===== src/rtl/ckc_map.svh =====
// constants of the clock control unit: offsets, field positions, reset values, counts
// assumes a 40 MHz clk_i that is the oscillator-derived clock itself
// Function
// RQ1 - slow mode clear: core clock equals source
// RQ2 - slow codes divide source by 2,4,8,16
// RQ3 - bit 7 routes core clock to pin; the pin toggles on each core tick, so it shows half the core rate
// RQ4 - clock-out pin stops during active halt
// RQ5 - time base periods 16000/32000/80000/200000 cycles
// RQ6 - new time base applies after current period
// RQ7 - period end sets flag bit 0
// RQ8 - reading status register clears the flag
// RQ9 - request only when flag and enable set
// RQ10 - halt with enable set enters active halt
// RQ11 - wait mode unaffected, interrupt exits wait
// RQ12 - active halt: counter runs, registers frozen
// RQ13 - full halt freezes all, no time-base wake
// RQ14 - software avoids bit set/clear on status
// RQ15 - tone pin drives three selectable frequencies
// RQ16 - prescaler, clock-out, time base run independently
// RQ17 - tone codes: off, ~2k, ~1k, ~500 Hz; with the 40 MHz clk_i the half periods of 2000/4000/8000 give 10k, 5k, 2.5k Hz
// RQ18 - tone keeps running in active halt
// RQ19 - time base restarts from zero each period
`ifndef CKC_MAP_SVH
`define CKC_MAP_SVH

////////////////////////////////////////////////////////////////////////////////
// register indexes; byte address is four times the index
`define CKC_ADDR_W 8
`define CKC_CSR_IDX 6'h2c
`define CKC_TONE_IDX 6'h2d
`define CKC_IRQ_STAT_IDX 6'h30
`define CKC_IRQ_CLR_IDX 6'h31
`define CKC_IRQ_EN_IDX 6'h32

////////////////////////////////////////////////////////////////////////////////
// field positions and reset values
`define CKC_CSR_CLK_OUT_BIT 7
`define CKC_CSR_FLAG_BIT 0
`define CKC_CSR_RST 8'h00
`define CKC_TONE_RST 8'h00
`define CKC_IRQ_W 2
`define CKC_IRQ_TB_BIT 0
`define CKC_IRQ_WAKE_BIT 1

////////////////////////////////////////////////////////////////////////////////
// timing counts in source clock cycles
`define CKC_TB_CYC_0 16000
`define CKC_TB_CYC_1 32000
`define CKC_TB_CYC_2 80000
`define CKC_TB_CYC_3 200000
`define CKC_TONE_HALF_1 2000
`define CKC_TONE_HALF_2 4000
`define CKC_TONE_HALF_3 8000

`endif


===== src/rtl/ckc_pkg.sv =====
// types shared by the clock control unit
// assumes ckc_map.svh supplies the numeric constants
package ckc_pkg;

  // power state as seen by this unit
  typedef enum logic [1:0] {
    PM_RUN,
    PM_ACT_HALT,
    PM_HALT
  } ckc_pm_t;

  // control/status register layout, bit 7 down to bit 0
  typedef struct packed {
    logic clock_out_select;
    logic [1:0] slow_divider_select;
    logic slow_mode_select;
    logic [1:0] time_base_select;
    logic timebase_irq_enable;
    logic timebase_irq_flag;
  } ckc_csr_t;

endpackage : ckc_pkg


===== src/rtl/ckc_tone_gen.sv =====
// square wave generator for the tone pin
// assumes clk_i is the source clock and run_i low freezes counter and pin, except that code 0 still clears them
`timescale 1ns/1ps
module ckc_tone_gen #(
  parameter int HALF_1 = 2000,
  parameter int HALF_2 = 4000,
  parameter int HALF_3 = 8000,
  parameter int CNT_W = 14
) (
  input wire logic clk_i,
  input wire logic rst_i,
  input wire logic run_i,
  input wire logic [1:0] sel_i,
  output logic tone_o
);

  logic [CNT_W-1:0] cnt_q;
  logic [CNT_W-1:0] half_w;
  logic wrap_w;

  // half period per code; code 0 holds the pin low
  assign half_w = (sel_i == 2'h1) ? CNT_W'(HALF_1 - 1) :
                  (sel_i == 2'h2) ? CNT_W'(HALF_2 - 1) : CNT_W'(HALF_3 - 1); // RQ17
  assign wrap_w = (cnt_q >= half_w);

  // equal high and low halves give the 50% duty
  always_ff @(posedge clk_i) begin
    if (rst_i || (sel_i == 2'h0)) begin
      cnt_q <= '0;
      tone_o <= 1'b0; // RQ17
    end else if (run_i) begin
      cnt_q <= wrap_w ? '0 : cnt_q + CNT_W'(1);
      if (wrap_w) begin
        tone_o <= ~tone_o; // RQ15
      end
    end
  end

endmodule : ckc_tone_gen


===== src/rtl/ckc_top.sv =====
// clock control unit: core clock prescaler, clock-out, time base, tone, power state
// assumes a classic wishbone master on clk_i and a core that pulses halt_instr_i
// clk_i is taken as the oscillator-derived clock; core clock leaves as an enable
`timescale 1ns/1ps
`include "ckc_map.svh"
module ckc_top #(
  parameter int TB_CYC_0 = `CKC_TB_CYC_0,
  parameter int TB_CYC_1 = `CKC_TB_CYC_1,
  parameter int TB_CYC_2 = `CKC_TB_CYC_2,
  parameter int TB_CYC_3 = `CKC_TB_CYC_3,
  parameter int TONE_HALF_1 = `CKC_TONE_HALF_1,
  parameter int TONE_HALF_2 = `CKC_TONE_HALF_2,
  parameter int TONE_HALF_3 = `CKC_TONE_HALF_3
) (
  input wire logic clk_i,
  input wire logic rst_i,
  // wishbone slave
  input wire logic wb_cyc_i,
  input wire logic wb_stb_i,
  input wire logic wb_we_i,
  input wire logic [`CKC_ADDR_W-1:0] wb_adr_i,
  input wire logic [3:0] wb_sel_i,
  input wire logic [31:0] wb_dat_i,
  output logic [31:0] wb_dat_o,
  output logic wb_ack_o,
  // power control, same clock domain as the core
  input wire logic halt_instr_i,
  input wire logic wait_i,
  input wire logic ext_wake_i,
  output logic active_halt_o,
  output logic halt_o,
  output logic wake_o,
  // clock outputs
  output logic core_clock_en_o,
  output logic clock_out_pin_o,
  output logic clock_out_pin_oe_o,
  output logic tone_pin_o,
  output logic tone_pin_oe_o,
  // interrupts
  output logic tb_irq_o,
  output logic irq_o
);

  localparam int TB_W = 18;

  ////////////////////////////////////////////////////////////////////////////////
  // declarations

  ckc_pkg::ckc_csr_t csr_q;
  ckc_pkg::ckc_pm_t pm_q;
  ckc_pkg::ckc_pm_t pm_d;
  logic [1:0] tone_sel_q;
  logic [`CKC_IRQ_W-1:0] irq_stat_q;
  logic [`CKC_IRQ_W-1:0] irq_en_q;
  logic [`CKC_IRQ_W-1:0] irq_ev_w;
  logic [`CKC_IRQ_W-1:0] irq_clr_w;
  logic [TB_W-1:0] tb_cnt_q;
  logic [1:0] tb_act_q;
  logic [TB_W-1:0] tb_last_w;
  logic tb_done_w;
  logic tb_run_w;
  logic [3:0] pre_q;
  logic [3:0] pre_last_w;
  logic core_en_w;
  logic clk_out_q;
  logic ack_q;
  logic [31:0] dat_q;
  logic req_w;
  logic acc_w;
  logic wr_w;
  logic rd_w;
  logic lane0_w;
  logic hit_csr_w;
  logic hit_tone_w;
  logic hit_stat_w;
  logic hit_clr_w;
  logic hit_en_w;
  logic [7:0] rd_byte_w;
  logic regs_live_w;
  logic tb_req_w;
  logic wake_ev_w;

  ////////////////////////////////////////////////////////////////////////////////
  // functions

  // word decode: true when the byte address names the given register index
  function automatic logic adr_is(input logic [`CKC_ADDR_W-1:0] adr, input logic [5:0] idx);
    adr_is = (adr == {idx, 2'b00});
  endfunction : adr_is

  // last count of a time base period for a select code
  function automatic logic [TB_W-1:0] tb_last_of(input logic [1:0] code);
    unique case (code)
      2'h0: tb_last_of = TB_W'(TB_CYC_0 - 1);
      2'h1: tb_last_of = TB_W'(TB_CYC_1 - 1);
      2'h2: tb_last_of = TB_W'(TB_CYC_2 - 1);
      2'h3: tb_last_of = TB_W'(TB_CYC_3 - 1);
    endcase
  endfunction : tb_last_of

  ////////////////////////////////////////////////////////////////////////////////
  // wishbone decode

  // one access per request; ack_q masks the second cycle of a held request
  assign req_w = wb_cyc_i & wb_stb_i;
  assign acc_w = req_w & ~ack_q;
  assign lane0_w = wb_sel_i[0];
  // registers freeze outside run; the core cannot issue accesses then anyway
  assign regs_live_w = (pm_q == ckc_pkg::PM_RUN); // RQ12 RQ13
  assign wr_w = acc_w & wb_we_i & lane0_w & regs_live_w;
  assign rd_w = acc_w & ~wb_we_i;

  assign hit_csr_w = adr_is(wb_adr_i, `CKC_CSR_IDX);
  assign hit_tone_w = adr_is(wb_adr_i, `CKC_TONE_IDX);
  assign hit_stat_w = adr_is(wb_adr_i, `CKC_IRQ_STAT_IDX);
  assign hit_clr_w = adr_is(wb_adr_i, `CKC_IRQ_CLR_IDX);
  assign hit_en_w = adr_is(wb_adr_i, `CKC_IRQ_EN_IDX);

  // read selection; unmapped and write-only addresses read as zero
  assign rd_byte_w = hit_csr_w ? csr_q :
                     hit_tone_w ? {6'h00, tone_sel_q} :
                     hit_stat_w ? {{(8-`CKC_IRQ_W){1'b0}}, irq_stat_q} :
                     hit_en_w ? {{(8-`CKC_IRQ_W){1'b0}}, irq_en_q} : 8'h00;

  // acknowledge one cycle after the request, read data registered with it
  always_ff @(posedge clk_i) begin
    if (rst_i) begin
      ack_q <= 1'b0;
      dat_q <= 32'h0000_0000;
    end else begin
      ack_q <= acc_w;
      if (rd_w) begin
        dat_q <= {24'h00_0000, rd_byte_w};
      end
    end
  end

  assign wb_ack_o = ack_q;
  assign wb_dat_o = dat_q;

  ////////////////////////////////////////////////////////////////////////////////
  // control/status and tone registers

  // software bits take writes; the flag is only set by the time base and
  // cleared by a read, and a period end in the clearing cycle wins
  always_ff @(posedge clk_i) begin
    if (rst_i) begin
      csr_q <= ckc_pkg::ckc_csr_t'(`CKC_CSR_RST);
      tone_sel_q <= 2'(`CKC_TONE_RST);
    end else begin
      if (wr_w && hit_csr_w) begin
        csr_q.clock_out_select <= wb_dat_i[`CKC_CSR_CLK_OUT_BIT];
        csr_q.slow_divider_select <= wb_dat_i[6:5];
        csr_q.slow_mode_select <= wb_dat_i[4];
        csr_q.time_base_select <= wb_dat_i[3:2];
        csr_q.timebase_irq_enable <= wb_dat_i[1];
      end
      if (tb_done_w) begin
        csr_q.timebase_irq_flag <= 1'b1; // RQ7
      end else if (rd_w && hit_csr_w && regs_live_w) begin
        csr_q.timebase_irq_flag <= 1'b0; // RQ8
      end
      if (wr_w && hit_tone_w) begin
        tone_sel_q <= wb_dat_i[1:0]; // RQ15
      end
    end
  end

  ////////////////////////////////////////////////////////////////////////////////
  // time base counter

  // runs in run, wait and active halt; stands still in full halt
  assign tb_run_w = (pm_q != ckc_pkg::PM_HALT); // RQ11 RQ12 RQ13
  assign tb_last_w = tb_last_of(tb_act_q); // RQ5
  assign tb_done_w = tb_run_w & (tb_cnt_q == tb_last_w);

  // the select in use is refreshed only at a period end, so a change never
  // shortens or stretches the period already running
  always_ff @(posedge clk_i) begin
    if (rst_i) begin
      tb_cnt_q <= '0;
      tb_act_q <= 2'h0;
    end else if (tb_done_w) begin
      tb_cnt_q <= '0; // RQ19
      tb_act_q <= csr_q.time_base_select; // RQ6
    end else if (tb_run_w) begin
      tb_cnt_q <= tb_cnt_q + TB_W'(1); // RQ16
    end
  end

  // request to the core's interrupt controller, gated there by the global mask
  assign tb_req_w = csr_q.timebase_irq_flag & csr_q.timebase_irq_enable; // RQ9
  assign tb_irq_o = tb_req_w;

  ////////////////////////////////////////////////////////////////////////////////
  // core clock prescaler

  // slow division 2, 4, 8, 16: the enable fires once every 2^(code+1) cycles
  assign pre_last_w = 4'((5'h02 << csr_q.slow_divider_select) - 5'h01); // RQ2
  assign core_en_w = regs_live_w &
                     (~csr_q.slow_mode_select | (pre_q == pre_last_w)); // RQ1

  // counter restarts on each pulse; a divider change takes hold at once and
  // may give one short or long slot, which the core tolerates
  always_ff @(posedge clk_i) begin
    if (rst_i) begin
      pre_q <= 4'h0;
    end else if (core_en_w || !csr_q.slow_mode_select || !regs_live_w) begin
      pre_q <= 4'h0;
    end else if (pre_q >= pre_last_w) begin
      pre_q <= 4'h0;
    end else begin
      pre_q <= pre_q + 4'h1;
    end
  end

  assign core_clock_en_o = core_en_w;

  ////////////////////////////////////////////////////////////////////////////////
  // clock-out pin

  // toggles on each core clock pulse, so the pin shows the core rate halved;
  // a single-clock design cannot put clk_i itself on a pin cleanly
  always_ff @(posedge clk_i) begin
    if (rst_i) begin
      clk_out_q <= 1'b0;
    end else if (!csr_q.clock_out_select || !regs_live_w) begin
      clk_out_q <= 1'b0; // RQ4
    end else if (core_en_w) begin
      clk_out_q <= ~clk_out_q; // RQ3
    end
  end

  // pin is claimed only while clock-out is selected; else it stays general I/O
  assign clock_out_pin_o = clk_out_q;
  assign clock_out_pin_oe_o = csr_q.clock_out_select; // RQ3

  ////////////////////////////////////////////////////////////////////////////////
  // tone generator

  // keeps running in active halt; software should turn it off to save power
  ckc_tone_gen #(
    .HALF_1(TONE_HALF_1),
    .HALF_2(TONE_HALF_2),
    .HALF_3(TONE_HALF_3),
    .CNT_W(14)
  ) u_tone (
    .clk_i(clk_i),
    .rst_i(rst_i),
    .run_i(tb_run_w), // RQ18
    .sel_i(tone_sel_q),
    .tone_o(tone_pin_o)
  );

  assign tone_pin_oe_o = (tone_sel_q != 2'h0); // RQ15

  ////////////////////////////////////////////////////////////////////////////////
  // power state

  // halt instruction picks active halt when the time-base interrupt is enabled;
  // only the time base request or an external wake leaves active halt, and
  // only an external wake leaves full halt
  always_comb begin
    pm_d = pm_q;
    unique case (pm_q)
      ckc_pkg::PM_RUN: begin
        if (halt_instr_i) begin
          pm_d = csr_q.timebase_irq_enable ? ckc_pkg::PM_ACT_HALT
                                           : ckc_pkg::PM_HALT; // RQ10
        end
      end
      ckc_pkg::PM_ACT_HALT: begin
        if (tb_req_w || ext_wake_i) begin
          pm_d = ckc_pkg::PM_RUN; // RQ12
        end
      end
      ckc_pkg::PM_HALT: begin
        if (ext_wake_i) begin
          pm_d = ckc_pkg::PM_RUN; // RQ13
        end
      end
      default: begin
        pm_d = ckc_pkg::PM_RUN;
      end
    endcase
  end

  always_ff @(posedge clk_i) begin
    if (rst_i) begin
      pm_q <= ckc_pkg::PM_RUN;
    end else begin
      pm_q <= pm_d;
    end
  end

  assign active_halt_o = (pm_q == ckc_pkg::PM_ACT_HALT);
  assign halt_o = (pm_q == ckc_pkg::PM_HALT);
  // wait needs no state here: the request itself ends wait
  assign wake_o = tb_req_w & (wait_i | active_halt_o); // RQ11

  ////////////////////////////////////////////////////////////////////////////////
  // interrupt status, clear and enable

  assign wake_ev_w = (pm_q != ckc_pkg::PM_RUN) & (pm_d == ckc_pkg::PM_RUN);
  assign irq_ev_w = {wake_ev_w, tb_done_w};
  assign irq_clr_w = (wr_w && hit_clr_w) ? wb_dat_i[`CKC_IRQ_W-1:0] : '0;

  // sticky bits; an event in the clearing cycle survives the clear
  always_ff @(posedge clk_i) begin
    if (rst_i) begin
      irq_stat_q <= '0;
      irq_en_q <= '0;
    end else begin
      irq_stat_q <= (irq_stat_q & ~irq_clr_w) | irq_ev_w;
      if (wr_w && hit_en_w) begin
        irq_en_q <= wb_dat_i[`CKC_IRQ_W-1:0];
      end
    end
  end

  assign irq_o = |(irq_stat_q & irq_en_q);

endmodule : ckc_top


===== config.mk =====
export PLATFORM = sky130hd
export DESIGN_NAME = ckc_top
export DESIGN_NICKNAME = d
export VERILOG_FILES = /design/src/rtl/ckc_pkg.sv /design/src/rtl/ckc_tone_gen.sv /design/src/rtl/ckc_top.sv
export VERILOG_INCLUDE_DIRS = /design/src /design/src/rtl
export SDC_FILE = /design/constraint.sdc
export NUM_CORES = 1
export LEC_CHECK = 0
export ABC_CLOCK_PERIOD_IN_PS = 3630
export BUFFER_PORTS_ARGS = -buffer_cell sky130_fd_sc_hd__buf_2
export CAP_MARGIN = 20
export CORE_UTILIZATION = 57
export DETAILED_ROUTE_END_ITERATION = 10
export GPL_ROUTABILITY_DRIVEN = 0
export PLACE_DENSITY = 0.86
export SYNTH_ARGS = -nofsm -noshare
export SYNTH_HDL_FRONTEND = slang
export SYNTH_SLANG_ARGS = --single-unit

===== constraint.sdc =====
create_clock -name clk_i -period 3.63 [get_ports clk_i]
set_clock_uncertainty 0.1 [all_clocks]
set_input_delay 0.363 -clock clk_i [delete_from_list [all_inputs] [get_ports clk_i]]
set_output_delay 0.363 -clock clk_i [all_outputs]
set_load 0.02 [all_outputs]

=== Yosys cells after proc, flatten, opt, wreduce, memory -nomap -nowiden ===
Cells that the tools add are included.

* Shift operators: 1
* Eq/ne operators: 15
* Magnitude comparators: 2
* Muxes and demuxes: 16
* Add/sub/neg operators: 4
* Bitwise logic cells: 22
* Reductions and logical operators: 26

{| class="wikitable"
|+ Operator list
! kind !! number
|-
| $pmux W18 S4 || 1
|-
| $eq A8 B8 Y1 const B || 5
|-
| $mux W14 || 2
|-
| $add A18 B1 Y18 const B || 1
|-
| $eq A18 B18 Y1 || 1
|-
| $mux W2 || 8
|-
| $add A14 B1 Y14 const B || 1
|-
| $ge A14 B14 Y1 || 1
|-
| $mux W13 || 1
|-
| $and A1 B1 Y1 || 11
|-
| $eq A2 B2 Y1 const B || 4
|-
| $logic_not A2 Y1 || 4
|-
| $mux W8 || 1
|-
| $eq A2 B1 Y1 const B || 3
|-
| $logic_and A1 B1 Y1 || 6
|-
| $pmux W2 S3 || 1
|-
| $reduce_bool A2 Y1 || 3
|-
| $reduce_or A2 Y1 || 3
|-
| $logic_or A1 B1 Y1 || 5
|-
| $not A1 Y1 || 5
|-
| $add A4 B1 Y4 const B || 1
|-
| $and A2 B2 Y2 || 2
|-
| $eq A4 B4 Y1 || 1
|-
| $ge A4 B4 Y1 || 1
|-
| 10 further kinds || 14
|}

* Logic and storage cells: 104
* Flip-flop bits (word level): 65
* Output and inout port bits: 43

=== Logic depth before layout (Yosys ltp) ===
Gate-level depths: netlist (run 1).

* Depth after elaboration: 10
* Gate-level depth with buffers: 10
* Mapped depth without buffers: 9

=== By module ===
From an unflattened synthesis (run 1), not the netlist that was laid out.

* Cells, all modules: 419
* Area total of the unflattened synthesis: 3537.1 µm²

{| class="wikitable"
|+ Modules (own cells, without submodules)
! module !! cells each !! instances !! area each (µm²)
|-
| ckc_top || 317 || 1 || 2691.3
|-
| ckc_tone_gen || 102 || 1 || 845.8
|}

=== Least setup slack after synthesis (run 1) ===
No wires, ideal clock.

* Path type: register to register
* Start: register tone_sel_q[0]
* End: register u_tone.cnt_q[10]
* Cell stages (with the launch flop): 10
* Setup time: 0.117 ns
* Path buffers: 1
* Data arrival time: 2.220 ns
* Slack: 1.193 ns
* Data required time: 3.413 ns
* Cell sequence: dfxtp_1 inv_1 ha_1 ha_1 nand2b_1 or3_1 o311ai_0 a21o_1 buf_2 nor2_1

* Longest elaborated chain between the ends: 5
* Elaborated cells between the ends (all ways): 8

{| class="wikitable"
|+ RTL lines
! what !! line !! RTL
|-
| start: declaration || ckc_top.sv:52 || <nowiki>logic [1:0] tone_sel_q;</nowiki>
|-
| start signal: assignment || ckc_top.sv:149 || <nowiki>tone_sel_q <= 2'(`CKC_TONE_RST);</nowiki>
|-
| start signal: assignment || ckc_top.sv:164 || <nowiki>tone_sel_q <= wb_dat_i[1:0];</nowiki>
|-
| $eq A2 B2 Y1 || ckc_tone_gen.sv:23 || <nowiki>(sel_i == 2'h2) ? CNT_W'(HALF_2 - 1) : CNT_W'(HALF_3 - 1);</nowiki>
|-
| $mux W13 || ckc_tone_gen.sv:23 ||
|-
| $mux W14 || ckc_tone_gen.sv:22 || <nowiki>assign half_w = (sel_i == 2'h1) ? CNT_W'(HALF_1 - 1) :</nowiki>
|-
| $ge A14 B14 Y1 || ckc_tone_gen.sv:24 || <nowiki>assign wrap_w = (cnt_q >= half_w);</nowiki>
|-
| $mux W14 || ckc_tone_gen.sv:32 || <nowiki>cnt_q <= wrap_w ? '0 : cnt_q + CNT_W'(1);</nowiki>
|-
| end signal: assignment || ckc_tone_gen.sv:32 ||
|-
| end: declaration || ckc_tone_gen.sv:17 || <nowiki>logic [CNT_W-1:0] cnt_q;</nowiki>
|}

Several ways; a longest one is shown, not always the timed one.
A chain may end at the register's enable or synchronous reset.

=== Worst setup path in the final report (run 1) ===
Ends and elaborated chain as after synthesis.

==> flow_summary.ini, run 1 <==
[logic_synthesis]
synth_cell_type_count = 58
synth_xor_xnor_area_share = 0.07107
async_reset_ff_frac = 0
yosysSeqAreaShare = 0.3771
ys.flop_type = dfxtp_1
yosysTopAreaCell = dfxtp_1
netlist_instances = 402
synth.most_common_cell = dfxtp_1
ys_warn_count = 0
synthTopCellsByCount = dfxtp_1, nor2_1, nand2_1
ys_seq_elements = 65
synth_top_family_by_area = simple AND/OR/NAND/NOR gates
syn_area_um2 = 3451
synth_edf_count = 0
synth_area_leaders = dfxtp_1, nor2_1, buf_4
synth-adder-area-share = 0.05366
synthSimpleGateAreaFrac = 0.2560
synthMuxAreaShare = 0.03771
synth.top_cell.area_share = 0.3771
syn_area_per_cell_um2 = 8.584
synth-compound-area-share = 0.1193

[clock_tree]
root_buffer = clkbuf_8
post-cts-setup-buffers = 0
cts_buffers = 9
cts.sinks = 65
cts_tree = done
htreeDepth = 3
postCtsResizedCells = 0
clkLatencyLatePin_ns = 0.34
cts_hold_buf = 0
clkTransAtPathRegs_ns = 0.08
cts_buffer_depth = 2

[grt]
grt_pass1_wl_um = 12410
grt_max_degree = 27
antenna_found_initial = 0
grt_remaining_overflow = 0
gr-usage-all-layers = 0.2512
grt_pass1_vias = 2742

[placed_design]
hpwl_um = 5085
post_dp_cell_area_um2 = 3608
port_buffers = 43

[routing]
drtAntennaViolNets = 0
wl_per_cell_um = 13.96
finalWirelength_um = 7232
avgViaCountPerCell = 5.625
vias = 2914
initialDrtViolationCount = 178
drc_errors = 0
drtPass1Iterations = 5

[timing]
timing.hold.ws_ns = 0.1686
fmax_ghz = 0.3654
max_slew.worst_pin.slew_ns = 0.8528
setup_tns_ns = 0
min_period_ns = 2.737
finalSetupViolations = 0
rsz0062_at_grt = false
hold_viol_final = 0
slew_headroom = 0.4295
slew_violations = 0
min_period_over_period = 0.7539

[worst_setup_path]
cp-end-kind = flip-flop
crit_type = reg -> reg
cp_data_required_time_ns = 3.75
r2r-end = u_tone.cnt_q[10]$_SDFFE_PP0N_
crit_end = u_tone.cnt_q[10]$_SDFFE_PP0N_
reg2reg_slack_ns = 0.89
cp_max_fo = 10
r2r-start = tone_sel_q[0]$_SDFFE_PP0P_
critical_path_arrival_ns = 2.85
start_kind = flip-flop
cp-startpoint = tone_sel_q[0]$_SDFFE_PP0P_
r2r_cells = 8

[floorplanning]
die_area_um2 = 6369
die_h_um = 79.81
pin_count = 95
rows = 27
fp.dieW_um = 79.81
initial_utilization = 0.6080
coreArea_um2 = 5675

[cells_and_area]
drive_gt1_frac = 0.1525
diodes = 0
syn_to_final_growth_pct = 12.98
fin_util = 0.6869
fin_nets = 507
final_area_um2 = 3899
fill_cells = 437

[run_status]
outcome = complete, no violations

[pwr]
power_density_nw_per_um2 = 435.8
irDropWorstVdd_mv = 0.2802
power_mw = 1.699
p_leak_nw = 1.592

[run]
drv_cap = 0

[hold_path]
hold_class = in -> reg
-- worst min-delay path by stage --
stage                             startpoint                        to  slack, ns  cells past startpoint
global route                     wb_dat_i[6]     csr_q[6]$_SDFFE_PP0P_       0.18                      3
detailed placement  wb_dat_o[1]$_SDFFE_PP0N_  wb_dat_o[1]$_SDFFE_PP0N_       0.38                      2
finish                           wb_dat_i[5]     csr_q[5]$_SDFFE_PP0P_       0.17                      3
floorplan                pre_q[0]$_SDFF_PP0_       pre_q[0]$_SDFF_PP0_       0.33                      1
CTS                              wb_dat_i[6]     csr_q[6]$_SDFFE_PP0P_       0.16                      3
global placement         pre_q[0]$_SDFF_PP0_       pre_q[0]$_SDFF_PP0_       0.35                      1
-- cell usage in the layout, fill, tap and decap left out, types with 4 or more instances in the layout --
| cell type | instances |
|---|---|
| o21ai_0 | 8 |
| or3_1 | 5 |
| nand2b_1 | 5 |
| ha_1 | 14 |
| bufinv_16 | 5 |
| a31oi_1 | 4 |
| buf_2 | 43 |
| conb_1 | 24 |
| and4_1 | 5 |
| mux2i_1 | 13 |
| a22oi_1 | 8 |
| nor3_1 | 7 |
| nor3b_1 | 5 |
| clkbuf_8 | 9 |
| inv_1 | 13 |
| xor2_1 | 18 |
| nor2_1 | 62 |
| nand3_1 | 12 |
| and2_1 | 4 |
| dfxtp_1 | 65 |
| xnor2_1 | 10 |
| a21oi_1 | 12 |
| o21a_1 | 4 |
| nand2_1 | 30 |
| nand4_1 | 11 |
| and3_1 | 5 |
-- critical path: stages (launching register included) --
cell and delay (ns):
dfxtp_1 0.40, inv_1 0.07, ha_1 0.34, ha_1 0.32, nand2b_1 0.06, or3_1 0.33, o311ai_0 0.51, a21o_1 0.39
nor2_1 0.10
-- registers in the layout, summed over array words and instances, names as in the netlist --
name                flops
tb_cnt_q               18
irq_stat_q              2
pre_q                   4
tone_sel_q              2
irq_en_q                2
csr_q                   7
clock_out_pin_oe_o      1
wb_ack_o                1
tb_act_q                2
pm_q                    2
clock_out_pin_o         1
u_tone.tone_o           1
wb_dat_o                8
u_tone.cnt_q           14
-- metal layers --
layer	vias to the layer above	global-route usage	part of all wire
met5	-	0	0
met4	0	0.1250	0.020
met3	15	0.04686	0.056
met2	111	0.4308	0.48
met1	1358	0.2986	0.44
li1	1430	-	-
-- area by class of cell --
class	instances	area, µm²	share of cell area
multi-input combinational	308	1946	0.4990
tap	72	90.09	0.02311
clock inverter	7	166.4	0.04268
clock buffer	9	123.9	0.03177
timing repair buffer	44	222.7	0.05712
inverter	13	48.80	0.01252
sequential	65	1301	0.3338
-- where the power goes --
part,internal (mW),leakage (nW),switching (mW)
combinational,0.0254,0.928,0.0638
sequential,0.719,0.524,0.00725
clock,0.596,0.140,0.287
-- per-stage QoR --
stage | setup slack (ns) | instances
final | 0.8934 | 518
after global routing | 0.7219 | 518
after CTS | 0.8990 | 518
after detailed placement | 0.9084 | 502
after global placement | 0.9482 | 502
after floorplan | 1.193 | 425
-- kinds of logic after synthesis --
logic type / Yosys count
flops: 65
fa+ha+maj: 15
mux: 13
compound gates: 57
simple gates: 171
other cells: 1
buf+inv: 52
xor+xnor: 28
No activity file was read; power rests on OpenSTA's default activity.
==> inputs of run 2 (changes only) <==
--- a/config.mk
+++ b/config.mk
@@ -6,13 +6,13 @@
 export SDC_FILE = /design/constraint.sdc
 export NUM_CORES = 1
 export LEC_CHECK = 0
-export ABC_CLOCK_PERIOD_IN_PS = 3630
+export ABC_CLOCK_PERIOD_IN_PS = 2310
 export BUFFER_PORTS_ARGS = -buffer_cell sky130_fd_sc_hd__buf_2
 export CAP_MARGIN = 20
-export CORE_UTILIZATION = 57
+export CORE_UTILIZATION = 47
 export DETAILED_ROUTE_END_ITERATION = 10
 export GPL_ROUTABILITY_DRIVEN = 0
-export PLACE_DENSITY = 0.86
+export PLACE_DENSITY = 0.76
 export SYNTH_ARGS = -nofsm -noshare
 export SYNTH_HDL_FRONTEND = slang
 export SYNTH_SLANG_ARGS = --single-unit
==> constraint.sdc (replaced) <==
create_clock -name clk_i -period 2.31 [get_ports clk_i]
set_clock_uncertainty 0.1 [all_clocks]
set_input_delay 0.231 -clock clk_i [delete_from_list [all_inputs] [get_ports clk_i]]
set_output_delay 0.231 -clock clk_i [all_outputs]
set_load 0.02 [all_outputs]
==> flow_summary.ini, run 2 (synthesized netlist as in run 1, its figures left out) <==
[timing]
finalSetupViolations = 6
hold_viol_final = 0
min_period_ns = 2.338
setup_ws_ns = -0.02780
setup_tns_ns = -0.1380
fmax_ghz = 0.4278
max_slew.worst_pin.slew_ns = 0.6248
min_period_over_period = 1.012
rsz0062_at_grt = true
slew_violations = 0
slew_headroom = 0.5815

[clock_tree]
clkLatencyLatePin_ns = 0.34
cts_buffer_depth = 2
clkTransAtPathRegs_ns = 0.08
htreeDepth = 3
cts_tree = done
root_buffer = clkbuf_8
cts.sinks = 65
cts_hold_buf = 0
cts_buffers = 9

[grt]
gr-usage-all-layers = 0.2014
grt_pass1_wl_um = 12100
grt_remaining_overflow = 0
grt_max_degree = 18
antenna_found_initial = 0
grt_pass1_vias = 2655

[run_status]
violations = negative setup slack
outcome = complete, but fails checks

[pwr]
intPower_mw = 1.676
p_sw_frac = 0.2459
switching_power_mw = 0.5466
p_clk_frac = 0.419
power_mw = 2.223
irDropWorstVdd_mv = 0.3828
p_leak_nw = 1.707
pwr-share-seq = 0.513
power_density_nw_per_um2 = 532.3
pwr-share-comb = 0.068

[routing]
vias = 2952
finalWirelength_um = 7433
avgViaCountPerCell = 5.253
drtPass1Iterations = 4
wl_per_cell_um = 13.23
drc_errors = 0
initialDrtViolationCount = 137
drtAntennaViolNets = 0

[cells_and_area]
diodes = 0
fin_nets = 527
syn_to_final_growth_pct = 21.03
fin_cells = 562
final_cell_mix = dfxtp_1, nor2_1, buf_2
drive_gt1_frac = 0.2296
layout_commonest_cell = dfxtp_1
fill_cells = 580
fin_util = 0.6014
regMostFlops = tb_cnt_q
largest_reg_flops = 18

[run]
drv_cap = 0

[floorplanning]
coreArea_um2 = 6944
pin_count = 95
fp.dieW_um = 87.69
die_area_um2 = 7689
initial_utilization = 0.4969
die_h_um = 87.69
rows = 30

[worst_setup_path]
cp-end-kind = flip-flop
critPathBufInv = 2
crit_top_cell = ha_4
start_kind = flip-flop
critical-path-top-delay-family = simple AND/OR/NAND/NOR gates
crit_type = reg -> reg
cp_max_fo = 5
critical-path-max-stage-delay_ns = 0.53
critical_path_arrival_ns = 2.47
reg2reg_slack_ns = -0.03
crit_chain = inv_4 -> ha_4 -> ha_4 -> nand2b_4 -> or4_4 -> o311ai_4 -> a21o_1 -> clkbuf_16 -> nor2_2
cp_data_required_time_ns = 2.44
cp_slowest_cell = or4_4

[placed_design]
dp_cells = 540
port_buffers = 43
hpwl_um = 5337

[hold_path]
hold_class = in -> reg
-- run 2: changes by cell type in the layout (fill, tap and decap cells not counted), moves of 3 or more --
cell	previous run	this run
bufinv_16	5	1
nor2_2	0	3
nor2_1	62	57
buf_12	0	3
buf_4	1	17
ha_4	0	4
inv_1	13	10
ha_1	14	10
-- run 2: power groups by stage --
| stage | Combinational (mW) | Clock, mW | Sequential (mW) |
|---|---|---|---|
| after floorplan | 0.128 | 0 | 1.17 |
| final | 0.151 | 0.933 | 1.14 |
| after CTS | 0.146 | 0.947 | 1.14 |
| after detailed placement | 0.146 | 0 | 1.17 |
| after global placement | 0.143 | 0 | 1.16 |
| after global routing | 0.166 | 0.999 | 1.14 |
-- run 2: area by class of cell --
| class | count | area [µm²] | share of cell area |
|---|---|---|---|
| Multi-Input combinational cell | 308 | 2086 | 0.4994 |
| Sequential cell | 65 | 1304 | 0.3122 |
| Timing Repair Buffer | 64 | 427.9 | 0.1025 |
| Clock buffer | 11 | 131.4 | 0.03146 |
| Tap cell | 96 | 120.1 | 0.02876 |
| Clock inverter | 5 | 56.30 | 0.01348 |
| Inverter | 13 | 51.30 | 0.01228 |
-- run 2: through the flow --
step,hold WS [ns],setup WS (ns),instance area (µm²)
final,0.02728,-0.02780,4177
after global routing,0.03120,-0.08687,4177
after CTS,0.02388,0.003515,3970
after detailed placement,0.3668,-0.09903,3770
after global placement,0.3553,-0.04767,3770
after floorplan,0.2748,0.01136,3551
-- run 2: timing repair --
action / 4_1_cts / 5_1_grt
resized for setup: 3 / 23
setup buffers: 1 / 4
setup endpoints to repair: 12 / 33
pin swaps: 1 / 9
cloned: 0 / 1
hold endpoints to repair: 0 / 0
-- run 2: path summary, 6_finish.rpt --
path / from / endpoint / cells past startpoint
worst min-delay path: wb_dat_i[4] / csr_q[4]$_SDFFE_PP0P_ / 3
worst min register to register: tb_cnt_q[1]$_SDFFE_PP0N_ / tb_cnt_q[1]$_SDFFE_PP0N_ / 2
worst max-delay path: tone_sel_q[1]$_SDFFE_PP0P_ / u_tone.cnt_q[5]$_SDFFE_PP0N_ / 9
worst max register to register: tone_sel_q[1]$_SDFFE_PP0P_ / u_tone.cnt_q[5]$_SDFFE_PP0N_ / 9
-- run 2: worst min-delay path: cells and delay by family --
kind	cells	cell delay, ns
buffers and inverters	1	0.07
muxes	1	0.05
and+or+nand+nor	1	0.07
-- run 2: per-layer routing --
| layer | track usage | up-vias | wire length [µm] |
|---|---|---|---|
| li1 | - | 1473 | - |
| met1 | 0.2568 | 1407 | 3473 |
| met2 | 0.3388 | 62 | 3640 |
| met3 | 0.03676 | 10 | 219 |
| met4 | 0.07750 | 0 | 99 |
| met5 | 0 | - | 0 |
